### config.mk
export PLATFORM = sky130hd
export DESIGN_NAME = stpin_top
export DESIGN_NICKNAME = d
export VERILOG_FILES = /design/src/stpin_pkg.sv /design/src/stpin_serial.sv /design/src/stpin_sync.sv /design/src/stpin_top.sv
export SDC_FILE = /design/constraint.sdc
export NUM_CORES = 1
export LEC_CHECK = 0
export BUFFER_PORTS_ARGS = -buffer_cell sky130_fd_sc_hd__clkbuf_2
export CORE_MARGIN = 5
export CORE_UTILIZATION = 52
export DETAILED_ROUTE_END_ITERATION = 8
export PLACE_DENSITY = 0.87
export SLEW_MARGIN = 5
export SYNTH_ARGS = -nofsm -noshare
export SYNTH_HDL_FRONTEND = slang
export SYNTH_SLANG_ARGS = --single-unit
### constraint.sdc
create_clock -name ref_clk -period 2.3 [get_ports ref_clk]
set_input_delay 0.23 -clock ref_clk [delete_from_list [all_inputs] [get_ports ref_clk]]
set_output_delay 0.23 -clock ref_clk [all_outputs]
set_load 0.005 [all_outputs]
### src/stpin_pkg.sv
// shared constants for the s/t pin mode and clock logic
package stpin_pkg;
    // operating modes decoded from the mode straps, all but STPIN_NETWORK
    typedef enum logic [1:0] {
        STPIN_ENDPOINT,
        STPIN_TRUNK,
        STPIN_SUBSCRIBER,
        STPIN_NETWORK
    } stpin_mode_type;

    // reference clock rate in hz
    localparam int unsigned REF_HZ           = 10000000;
    // frame marker rate in hz and derived cycle count
    localparam int unsigned FRAME_HZ         = 8000;
    localparam int unsigned FRAME_CYCLES     = REF_HZ / FRAME_HZ;
    // wake pulse length in ns and derived cycle count (rounded up)
    localparam int unsigned WAKE_PULSE_NS    = 1000;
    localparam int unsigned WAKE_PULSE_CYC   = (WAKE_PULSE_NS * (REF_HZ / 1000000) + 999) / 1000;
    // host serial port group width
    localparam int unsigned SER_BITS         = 8;
    // reset values
    localparam logic [2:0]  GPIO_DIR_RESET   = 3'h0;
    localparam logic [2:0]  GPIO_OUT_RESET   = 3'h0;
    localparam logic        IRQ_HIGH_RESET   = 1'h0;
    localparam logic        WAKE_RST_RESET   = 1'h0;
endpackage

### src/stpin_serial.sv
// host serial port: byte shifter, sample on rising, drive on falling serial clock
`timescale 1ns/1ns
module stpin_serial (
    input  wire logic       ref_clk,
    input  wire logic       rst,
    input  wire logic       sclk_s,
    input  wire logic       cs_n_s,
    input  wire logic       serial_in_s,
    input  wire logic       port_enable,
    input  wire logic [7:0] tx_byte,
    output logic            serial_out_line,
    output logic            serial_out_oe_n,
    output logic      [7:0] rx_byte,
    output logic            rx_valid,
    output logic            access_active
);
    logic       sclk_d_reg;
    logic       sclk_d_next;
    logic       cs_d_reg;
    logic       cs_d_next;
    logic [7:0] shift_in_reg;
    logic [7:0] shift_in_next;
    logic [7:0] shift_out_reg;
    logic [7:0] shift_out_next;
    logic [2:0] count_reg;
    logic [2:0] count_next;
    logic [7:0] rx_byte_reg;
    logic [7:0] rx_byte_next;
    logic       rx_valid_reg;
    logic       rx_valid_next;
    logic       drive_reg;
    logic       drive_next;
    logic       rise;
    logic       fall;
    logic       sel;

    assign sel  = port_enable && !cs_n_s;
    assign rise = sclk_s && !sclk_d_reg;
    assign fall = !sclk_s && sclk_d_reg;

    // shifter next state
    always_comb
    begin
        sclk_d_next    = sclk_s;
        cs_d_next      = cs_n_s;
        shift_in_next  = shift_in_reg;
        shift_out_next = shift_out_reg;
        count_next     = count_reg;
        rx_byte_next   = rx_byte_reg;
        rx_valid_next  = 1'b0;
        drive_next     = drive_reg;
        if (!sel)
        begin
            count_next = 3'h0; // access closes on chip select rise
            drive_next = 1'b0;
        end
        if (sel && cs_d_reg)
        begin
            count_next     = 3'h0; // chip select fall opens access
            shift_out_next = tx_byte;
            drive_next     = 1'b0;
        end
        else if (sel && rise)
        begin
            shift_in_next = {shift_in_reg[6:0], serial_in_s}; // msb first
            count_next    = count_reg + 3'h1;
            if (count_reg == 3'h7)
            begin
                rx_byte_next  = {shift_in_reg[6:0], serial_in_s}; // 8-bit group
                rx_valid_next = 1'b1;
            end
        end
        else if (sel && fall)
        begin
            drive_next     = 1'b1; // output changes on falling edge
            shift_out_next = (count_reg == 3'h0) ? tx_byte : {shift_out_reg[6:0], 1'b1};
        end
    end

    always_ff @(posedge ref_clk)
    begin
        if (rst)
        begin
            sclk_d_reg    <= 1'b1; // idle level of the serial clock
            cs_d_reg      <= 1'b1;
            shift_in_reg  <= 8'h00;
            shift_out_reg <= 8'hff;
            count_reg     <= 3'h0;
            rx_byte_reg   <= 8'h00;
            rx_valid_reg  <= 1'b0;
            drive_reg     <= 1'b0;
        end
        else
        begin
            sclk_d_reg    <= sclk_d_next;
            cs_d_reg      <= cs_d_next;
            shift_in_reg  <= shift_in_next;
            shift_out_reg <= shift_out_next;
            count_reg     <= count_next;
            rx_byte_reg   <= rx_byte_next;
            rx_valid_reg  <= rx_valid_next;
            drive_reg     <= drive_next;
        end
    end

    // open drain: enable low only while pulling low
    assign serial_out_line = 1'b0;
    assign serial_out_oe_n = !(drive_reg && sel && !shift_out_reg[7]);
    assign rx_byte         = rx_byte_reg;
    assign rx_valid        = rx_valid_reg;
    assign access_active   = sel;

    // a byte is only complete inside an access
    rx_in_access_a: assert property (@(posedge ref_clk) disable iff (rst)
        rx_valid |-> $past(sel))
        else $error("byte completed outside an access");
endmodule

### src/stpin_sync.sv
// two-flop synchroniser for a bundle of pin inputs
`timescale 1ns/1ns
module stpin_sync #(
    parameter int unsigned WIDTH = 1
) (
    input  wire logic             ref_clk,
    input  wire logic             rst,
    input  wire logic [WIDTH-1:0] async_in,
    output logic      [WIDTH-1:0] sync_out
);
    logic [WIDTH-1:0] meta_reg;
    logic [WIDTH-1:0] meta_next;
    logic [WIDTH-1:0] sync_reg;
    logic [WIDTH-1:0] sync_next;

    initial
    begin
        if (WIDTH < 1)
        begin
            $error("stpin_sync: width must be at least one");
        end
    end

    // first stage feeds only the second stage
    always_comb
    begin
        meta_next = async_in;
        sync_next = meta_reg;
    end

    // registers, cleared by synchronous reset
    always_ff @(posedge ref_clk)
    begin
        if (rst)
        begin
            meta_reg <= '0;
            sync_reg <= '0;
        end
        else
        begin
            meta_reg <= meta_next;
            sync_reg <= sync_next;
        end
    end

    assign sync_out = sync_reg;
endmodule

### src/stpin_top.sv
// pin-level mode, clock, strobe and host-port logic of the s/t transceiver
`timescale 1ns/1ns
module stpin_top #(
    parameter int unsigned SLOT_BITS = 5
) (
    input  wire logic                 ref_clk,
    input  wire logic                 rst,
    input  wire logic                 hard_clear_in_n,
    input  wire logic                 first_mode_pin,
    input  wire logic                 second_mode_pin,
    input  wire logic                 xtal_clock_in,
    input  wire logic                 line_clock_in,
    input  wire logic                 line_d_bit,
    input  wire logic                 sclk_pin,
    input  wire logic                 cs_n_pin,
    input  wire logic                 serial_in_line,
    output logic                      serial_out_line,
    output logic                      serial_out_oe_n,
    input  wire logic [7:0]           serial_tx_byte,
    output logic      [7:0]           serial_rx_byte,
    output logic                      serial_rx_valid,
    output logic                      host_access,
    output logic                      monitor_slave_sel,
    input  wire logic                 frame_sync_in,
    output logic                      frame_sync_out,
    output logic                      frame_sync_oe_n,
    input  wire logic                 double_rate_clock_in,
    output logic                      double_rate_clock_out,
    output logic                      double_rate_clock_oe_n,
    output logic                      bit_rate_clock,
    input  wire logic [2:0]           general_io_pins_in,
    output logic      [2:0]           general_io_pins_out,
    output logic      [2:0]           general_io_pins_oe_n,
    input  wire logic [2:0]           gpio_dir_out,
    input  wire logic [2:0]           gpio_out_value,
    output logic      [2:0]           gpio_in_value,
    output logic      [2:0]           slot_select,
    input  wire logic                 irq_request,
    input  wire logic                 irq_active_high,
    output logic                      irq_out,
    output logic                      irq_oe_n,
    input  wire logic                 wake_reset_enable,
    output logic                      wake_event,
    input  wire logic                 watchdog_expired,
    input  wire logic                 host_reset_cmd,
    output logic                      reset_out_pin,
    output logic                      reset_out_oe_n,
    output logic                      crystal_clock_out,
    output logic                      d_activity_out,
    input  wire logic [SLOT_BITS-1:0] strobe_one_slot,
    input  wire logic [1:0]           strobe_one_sel,
    input  wire logic [SLOT_BITS-1:0] strobe_two_slot,
    input  wire logic [1:0]           strobe_two_sel,
    input  wire logic                 d_channel_pos,
    output logic                      strobe_one,
    output logic                      strobe_two,
    output stpin_pkg::stpin_mode_type mode
);
    initial
    begin
        if (SLOT_BITS < 1 || SLOT_BITS > 8)
        begin
            $error("stpin_top: slot width out of range");
        end
    end

    // synchronised pin inputs
    logic [9:0] pin_s;
    stpin_sync #(.WIDTH(10)) u_sync (
        .ref_clk  (ref_clk),
        .rst      (1'b0),
        .async_in ({hard_clear_in_n, first_mode_pin, second_mode_pin, double_rate_clock_in,
                    line_clock_in, line_d_bit, frame_sync_in, general_io_pins_in}),
        .sync_out (pin_s)
    );
    logic       clear_s;
    logic       first_mode_pin_s;
    logic       second_mode_pin_s;
    logic       dcl_s;
    logic       line_clk_s;
    logic       dbit_s;
    logic       fsc_s;
    logic [2:0] aux_s;
    assign clear_s    = pin_s[9];
    assign first_mode_pin_s    = pin_s[8];
    assign second_mode_pin_s    = pin_s[7];
    assign dcl_s      = pin_s[6];
    assign line_clk_s = pin_s[5];
    assign dbit_s     = pin_s[4];
    assign fsc_s      = pin_s[3];
    assign aux_s      = pin_s[2:0];

    // whole device reset: logic reset or hard clear held low
    logic dev_rst;
    assign dev_rst = rst || !clear_s;

    // serial clock and control sync, kept running in reset so the strap is seen
    logic [2:0] ser_s;
    stpin_sync #(.WIDTH(3)) u_ser_sync (
        .ref_clk  (ref_clk),
        .rst      (1'b0),
        .async_in ({sclk_pin, cs_n_pin, serial_in_line}),
        .sync_out (ser_s)
    );

    // state registers
    stpin_pkg::stpin_mode_type mode_reg;
    stpin_pkg::stpin_mode_type mode_next;
    logic                      mon_reg;
    logic                      mon_next;
    logic                      wake_d_reg;
    logic                      wake_d_next;
    logic                      wake_ev_reg;
    logic                      wake_ev_next;
    logic [7:0]                wake_cnt_reg;
    logic [7:0]                wake_cnt_next;
    logic                      bclk_reg;
    logic                      bclk_next;
    logic                      dcl_d_reg;
    logic                      dcl_d_next;
    logic [10:0]               frame_cnt_reg;
    logic [10:0]               frame_cnt_next;
    logic                      dclk_out_reg;
    logic                      dclk_out_next;
    logic                      fsc_out_reg;
    logic                      fsc_out_next;
    logic [SLOT_BITS-1:0]      slot_reg;
    logic [SLOT_BITS-1:0]      slot_next;
    logic                      fsc_d_reg;
    logic                      fsc_d_next;
    logic [1:0]                strobe_reg;
    logic [1:0]                strobe_next;
    logic                      dca_reg;
    logic                      dca_next;
    logic [2:0]                gpio_in_reg;
    logic [2:0]                gpio_in_next;
    logic [2:0]                slot_sel_reg;
    logic [2:0]                slot_sel_next;

    // strobe decode, used for both strobes
    function automatic logic strobe_hit(input logic [SLOT_BITS-1:0] slot,
                                        input logic [SLOT_BITS-1:0] want,
                                        input logic [1:0]           sel,
                                        input logic                 dpos);
        strobe_hit = (sel[0] && slot == want) || (sel[1] && dpos);
    endfunction

    logic device_times;
    assign device_times = (mode_reg == stpin_pkg::STPIN_NETWORK) ? 1'b0 : 1'b1;

    // mode, wake, clocks, frame and strobes next state
    always_comb
    begin
        mode_next      = mode_reg;
        mon_next       = mon_reg;
        wake_d_next    = second_mode_pin_s;
        wake_ev_next   = 1'b0;
        wake_cnt_next  = wake_cnt_reg;
        bclk_next      = bclk_reg;
        dcl_d_next     = dcl_s;
        frame_cnt_next = frame_cnt_reg;
        dclk_out_next  = dclk_out_reg;
        fsc_out_next   = fsc_out_reg;
        slot_next      = slot_reg;
        fsc_d_next     = fsc_s;
        dca_next       = dbit_s;
        gpio_in_next   = aux_s;
        slot_sel_next  = slot_sel_reg;
        // straps decoded every cycle; board holds them static
        if (!first_mode_pin_s)
        begin
            mode_next = stpin_pkg::STPIN_ENDPOINT;
        end
        else if (!second_mode_pin_s)
        begin
            mode_next = stpin_pkg::STPIN_TRUNK;
        end
        else
        begin
            mode_next = stpin_pkg::STPIN_SUBSCRIBER;
        end
        // falling wake edge in endpoint mode
        if (mode_reg == stpin_pkg::STPIN_ENDPOINT && wake_d_reg && !second_mode_pin_s)
        begin
            wake_ev_next = 1'b1;
            if (wake_reset_enable)
            begin
                wake_cnt_next = 8'(stpin_pkg::WAKE_PULSE_CYC);
            end
        end
        else if (wake_cnt_reg != 8'h00)
        begin
            wake_cnt_next = wake_cnt_reg - 8'h01;
        end
        // bit clock follows the line clock in trunk mode, else toggles on each rising double-rate clock edge
        if (mode_reg == stpin_pkg::STPIN_TRUNK)
        begin
            bclk_next = line_clk_s;
        end
        else if (dcl_s && !dcl_d_reg)
        begin
            bclk_next = !bclk_reg;
        end
        // own highway timing when device is the timing source
        dclk_out_next = !dclk_out_reg;
        if (frame_cnt_reg == 11'(stpin_pkg::FRAME_CYCLES - 1))
        begin
            frame_cnt_next = 11'h000;
            fsc_out_next   = 1'b1;
        end
        else
        begin
            frame_cnt_next = frame_cnt_reg + 11'h001;
            fsc_out_next   = 1'b0;
        end
        // slot counter from frame marker and bit clock
        if (fsc_s && !fsc_d_reg)
        begin
            slot_next = '0;
        end
        else if (dcl_s && !dcl_d_reg && bclk_reg)
        begin
            slot_next = slot_reg + SLOT_BITS'(1);
        end
        strobe_next[0] = strobe_hit(slot_reg, strobe_one_slot, strobe_one_sel, d_channel_pos);
        strobe_next[1] = strobe_hit(slot_reg, strobe_two_slot, strobe_two_sel, d_channel_pos);
        if (mode_reg != stpin_pkg::STPIN_ENDPOINT)
        begin
            slot_sel_next = aux_s;
        end
    end

    // host interface strap caught while reset is held
    always_ff @(posedge ref_clk)
    begin
        if (dev_rst)
        begin
            mon_reg <= !ser_s[1];
        end
        else
        begin
            mon_reg <= mon_next;
        end
    end

    always_ff @(posedge ref_clk)
    begin
        if (dev_rst)
        begin
            mode_reg      <= stpin_pkg::STPIN_ENDPOINT;
            wake_d_reg    <= 1'b0; // no false wake edge with the pin low after reset
            wake_ev_reg   <= 1'b0;
            wake_cnt_reg  <= 8'h00;
            bclk_reg      <= 1'b0;
            dcl_d_reg     <= 1'b0;
            frame_cnt_reg <= 11'h000;
            dclk_out_reg  <= 1'b0;
            fsc_out_reg   <= 1'b0;
            slot_reg      <= '0;
            fsc_d_reg     <= 1'b0;
            strobe_reg    <= 2'h0;
            dca_reg       <= 1'b0;
            gpio_in_reg   <= 3'h0;
            slot_sel_reg  <= 3'h0;
        end
        else
        begin
            mode_reg      <= mode_next;
            wake_d_reg    <= wake_d_next;
            wake_ev_reg   <= wake_ev_next;
            wake_cnt_reg  <= wake_cnt_next;
            bclk_reg      <= bclk_next;
            dcl_d_reg     <= dcl_d_next;
            frame_cnt_reg <= frame_cnt_next;
            dclk_out_reg  <= dclk_out_next;
            fsc_out_reg   <= fsc_out_next;
            slot_reg      <= slot_next;
            fsc_d_reg     <= fsc_d_next;
            strobe_reg    <= strobe_next;
            dca_reg       <= dca_next;
            gpio_in_reg   <= gpio_in_next;
            slot_sel_reg  <= slot_sel_next;
        end
    end

    // host serial port, only when strapped for serial control
    stpin_serial u_serial (
        .ref_clk         (ref_clk),
        .rst             (dev_rst),
        .sclk_s          (ser_s[2]),
        .cs_n_s          (ser_s[1]),
        .serial_in_s     (ser_s[0]),
        .port_enable     (!mon_reg),
        .tx_byte         (serial_tx_byte),
        .serial_out_line (serial_out_line),
        .serial_out_oe_n (serial_out_oe_n),
        .rx_byte         (serial_rx_byte),
        .rx_valid        (serial_rx_valid),
        .access_active   (host_access)
    );

    // aux pins: open drain outputs in endpoint mode only
    genvar g;
    generate
        for (g = 0; g < 3; g++)
        begin : g_aux
            assign general_io_pins_out[g]  = 1'b0;
            assign general_io_pins_oe_n[g] = !(mode_reg == stpin_pkg::STPIN_ENDPOINT
                                               && gpio_dir_out[g] && !gpio_out_value[g]);
        end
    endgenerate
    assign gpio_in_value = gpio_in_reg;
    assign slot_select   = slot_sel_reg;

    // interrupt pin polarity and drive
    logic irq_any;
    assign irq_any  = irq_request || wake_ev_reg;
    assign irq_out  = irq_active_high && irq_any;
    assign irq_oe_n = irq_active_high ? 1'b0 : !irq_any;
    assign wake_event = wake_ev_reg;

    // reset output pulls low on any source
    assign reset_out_pin  = 1'b0;
    assign reset_out_oe_n = !(watchdog_expired || host_reset_cmd || wake_cnt_reg != 8'h00);

    // highway drivers: device times the highway except in network-side mode
    assign frame_sync_out         = fsc_out_reg;
    assign frame_sync_oe_n        = !device_times;
    assign double_rate_clock_out  = dclk_out_reg;
    assign double_rate_clock_oe_n = !device_times;
    assign bit_rate_clock         = bclk_reg;
    assign crystal_clock_out      = xtal_clock_in;
    assign d_activity_out         = dca_reg;
    assign strobe_one             = strobe_reg[0];
    assign strobe_two             = strobe_reg[1];
    assign monitor_slave_sel      = mon_reg;
    assign mode                   = mode_reg;

    // wake edge raises event one cycle later
    wake_event_a: assert property (@(posedge ref_clk) disable iff (dev_rst)
        (mode_reg == stpin_pkg::STPIN_ENDPOINT && wake_d_reg && !second_mode_pin_s) |=> wake_ev_reg)
        else $error("wake edge did not raise event");
    // strap decode
    mode_decode_a: assert property (@(posedge ref_clk) disable iff (dev_rst)
        !$past(first_mode_pin_s) |-> mode_reg == stpin_pkg::STPIN_ENDPOINT)
        else $error("endpoint strap not decoded");
    // reset output follows watchdog
    rst_out_a: assert property (@(posedge ref_clk) disable iff (dev_rst)
        watchdog_expired |-> !reset_out_oe_n)
        else $error("reset output not pulled on watchdog");
    // frame marker only at counter wrap
    frame_mark_a: assert property (@(posedge ref_clk) disable iff (dev_rst)
        fsc_out_reg |-> frame_cnt_reg == 11'h000)
        else $error("frame marker away from frame start");
    // trunk mode bit clock follows the line clock
    trunk_clock_a: assert property (@(posedge ref_clk) disable iff (dev_rst)
        mode_reg == stpin_pkg::STPIN_TRUNK |=> bclk_reg == $past(line_clk_s))
        else $error("bit clock not following line clock");
endmodule

==> metrics.md <==
| Metric | Value |
|---|---|
| Maximum VDD drop | `0.000460 V` |
| GRT Residual Overflow | `0` |
| Detailed Routing Iterations Pass 1 | `4` |
| Worst min path class | `input pin to flop` |
| Yosys warnings | `0` |
| Die Area | `0.00882 mm2` |
| CP endpoint kind | `primary output` |
| Clock period minus worst slack | `1990 ps` |
| Clk sinks | `99` |
| Avg WL per Cell | `13.1 um` |
| CTS H-tree depth | `3` |
| Most common cell in the synthesized netlist | `dfxtp_1` |
| Share of layout cells above drive strength 1 | `23.4%` |
| Critical path startpoint | `wake_cnt_reg[0]` |
| Mapped Cells | `368` |
| Worst-skew pair later-pin latency | `350 ps` |
| First-pass GRT wire length | `12600 um` |
| Top cells by count, synth | `dfxtp_1 (98), nor2_1 (47), a21oi_1 (26), nand2_1 (25), mux2i_1 (17)` |
| Worst path cell trace | `inv_1, ha_1, nor4b_2, nand2_1, nor3_1, clkbuf_2` |
| Max-cap violations | `0` |
| Port bufs | `83` |
| Chip width | `93.9 um` |
| Pre-CTS setup slack | `453 ps` |
| Slew @ Worst Pin | `704 ps` |
| Ys flop type | `dfxtp_1` |
| Reg2reg end | `wake_cnt_reg[3]` |
| Vias | `2858` |
| Area leader, netlist | `dfxtp_1` |
| Routability cong. | `0.816` |
| Final ANT Viol Nets | `0` |
| Skew final | `10.3 ps` |
| CP Capture Point | `reset_out_oe_n` |
| Fin util | `65.3%` |
| Max reg flops | `11` |
| Hold Path Stages | `3` |
| Initial antenna violation count | `0` |
| TNS Setup | `0 ps` |
| Synthesized flop and latch total | `99` |
| Compound-Gate Fraction of Synth Area | `7.90%` |
| Die height | `93.9 um` |
| ANT cells | `0` |
| Initial Util | `53.6%` |
| Total Routing Usage GR | `18.0%` |
| Req. time, crit path | `2070 ps` |
| Xor/xnor share of the synthesized area | `5.98%` |
| Layout area overhead | `21.8%` |
| P_leak | `1.86 nW` |
| CP max FO | `6` |
| Final hold violation count | `0` |
| Register area share after synthesis | `54.4%` |
| Core area | `0.00683 mm2` |
| Cell Area, Synth | `0.00366 mm2` |
| Rows | `30` |
| Start of the worst register-to-register path | `wake_cnt_reg[0]` |
| Post-cts resize count | `0` |
| Top cell type's share of synthesized area | `53.6%` |
| CP startpoint kind | `flop` |
| Post-synthesis mux area share | `4.65%` |
| DRC | `0` |
| Post-synthesis adder-cell area fraction | `2.74%` |
| Slowest CP cell | `nor4b_2` |
| Outcome | `completed` |
| Yosys cell types | `48` |
| Crit path largest cell delay | `440 ps` |
| CTS root buffer | `clkbuf_8` |
| Layout fillers | `585` |
| Final setup viols | `0` |
| Synth area leaders | `dfxtp_1 (54%), nor2_1 (4.8%), mux2i_1 (4.6%)` |
| Total CTS buffers | `9` |
| Crit Path Class | `flop to primary output` |
| Largest net degree at the start of global routing | `24` |
| Slew Viols, Final | `0` |
| Pwr Total | `3.72 mW` |
| Via-to-Cell Ratio | `5.05` |
| Detailed Route WL | `7420 um` |
| Post-synth EDFFs | `1` |
| R2r setup slk | `440 ps` |
| Final HPWL DP | `5330 um` |
| Power per Cell Area | `835 mW/mm2` |
| Clock buffer depth | `2` |
| Unrepaired setup endpoints after global routing | `no` |
| Clock slew at reported path FFs | `80 ps` |
| Hold WS | `122 ps` |
| Final worst-path cycle share | `86.5%` |
| Slew HR | `52.6%` |
| TritonCTS clock tree | `yes` |
| Largest family of logic cells by synthesized area | `simple AND/OR/NAND/NOR gates` |
| Final Net Count | `524` |
| Max Freq | `0.502 GHz` |
| Mean Syn Cell Area | `9.95 um2` |
| Asr flop ratio synth | `0%` |
| Simple-gate share of the synthesized area | `20.4%` |
| Final WS setup | `309 ps` |
| Crit path DAT | `1760 ps` |
| I/O Pins | `91` |
| Vias in the first global route | `2845` |
| Iteration-0 DRC Markers | `118` |
| Worst r2r path cells | `6` |
## stage by stage
step / cell area [um2] / instances
floorplan: 3670 / 372
global placement: 4150 / 538
detailed placement: 4150 / 538
CTS: 4460 / 566
global route: 4460 / 566
finish: 4460 / 566
## cell families after synthesis
logic type	count (synthesis)
xor+xnor	25
buf+inv	28
flops	99
other cells	1
fa+ha+maj	8
simple gates	141
mux	17
compound gates	49
## layout by cell type (no fill, tap or decap), types with 4 or more instances in the layout
cell	netlist	routed
nand2_1	25	25
nor4_1	4	4
inv_1	9	9
nand3_1	14	14
clkbuf_2	0	83
dlygate4sd3_1	0	13
nor3_1	12	12
o21ai_0	7	7
xor2_1	13	13
nor2_1	47	47
ha_1	8	8
a21oi_1	26	26
and2_1	7	7
dfxtp_1	98	98
buf_4	7	5
xnor2_1	12	12
clkbuf_8	0	9
mux2i_1	17	17
nand3b_1	5	5
conb_1	1	5
nor2b_1	7	7
## report_power, final
group	switching, mW	internal, mW	total, mW
logic	0.403	0.366	0.769
clock network	0.538	0.500	1.04
registers	0.0995	1.82	1.92
## layer usage
layer | routed length [um] | vias to the layer above | share of wire [%] | GRT usage [%]
li1 | - | 1434 | - | -
met1 | 3090 | 1336 | 42 | 20.2
met2 | 3790 | 77 | 51 | 31.8
met3 | 452 | 11 | 6.1 | 6.09
met4 | 93 | 0 | 1.3 | 5.66
met5 | 0 | - | 0 | 0
## how the worst min path moves through the flow
stage	endpoint	from	slack (ps)
2_1_floorplan	u_ser_sync.meta_reg[0]	serial_in_line	260
3_3_place_gp	u_ser_sync.sync_out[1]	u_ser_sync.meta_reg[1]	310
3_5_place_dp	u_sync.sync_out[6]	u_sync.meta_reg[6]	310
4_1_cts	strobe_reg[1]	strobe_two_sel[1]	110
5_1_grt	strobe_reg[1]	strobe_two_sel[1]	130
6_report	strobe_reg[0]	strobe_one_sel[1]	120
## area by class of cell
type,count,area (um2),share of cell area [%]
clock buffers,11,131,2.95
well taps,96,120,2.69
clock inverters,4,51.3,1.15
inverters,10,37.5,0.842
repair buffers,101,583,13.1
flip-flops and latches,99,1990,44.7
multi-input cells,245,1540,34.6
## critical path: cells and delay by family, from the launching register on
kind	cells	cell delay, ps
adders and majority gates	1	150
and+or+nand+nor	3	700
buffers and inverters	2	230
DFF	1	350
## timing repair
item	CTS	global route
setup buffers	0	0
hold buffers	13	0
endpoints found under the hold margin	13	0
(Power assumes the default switching activity.)
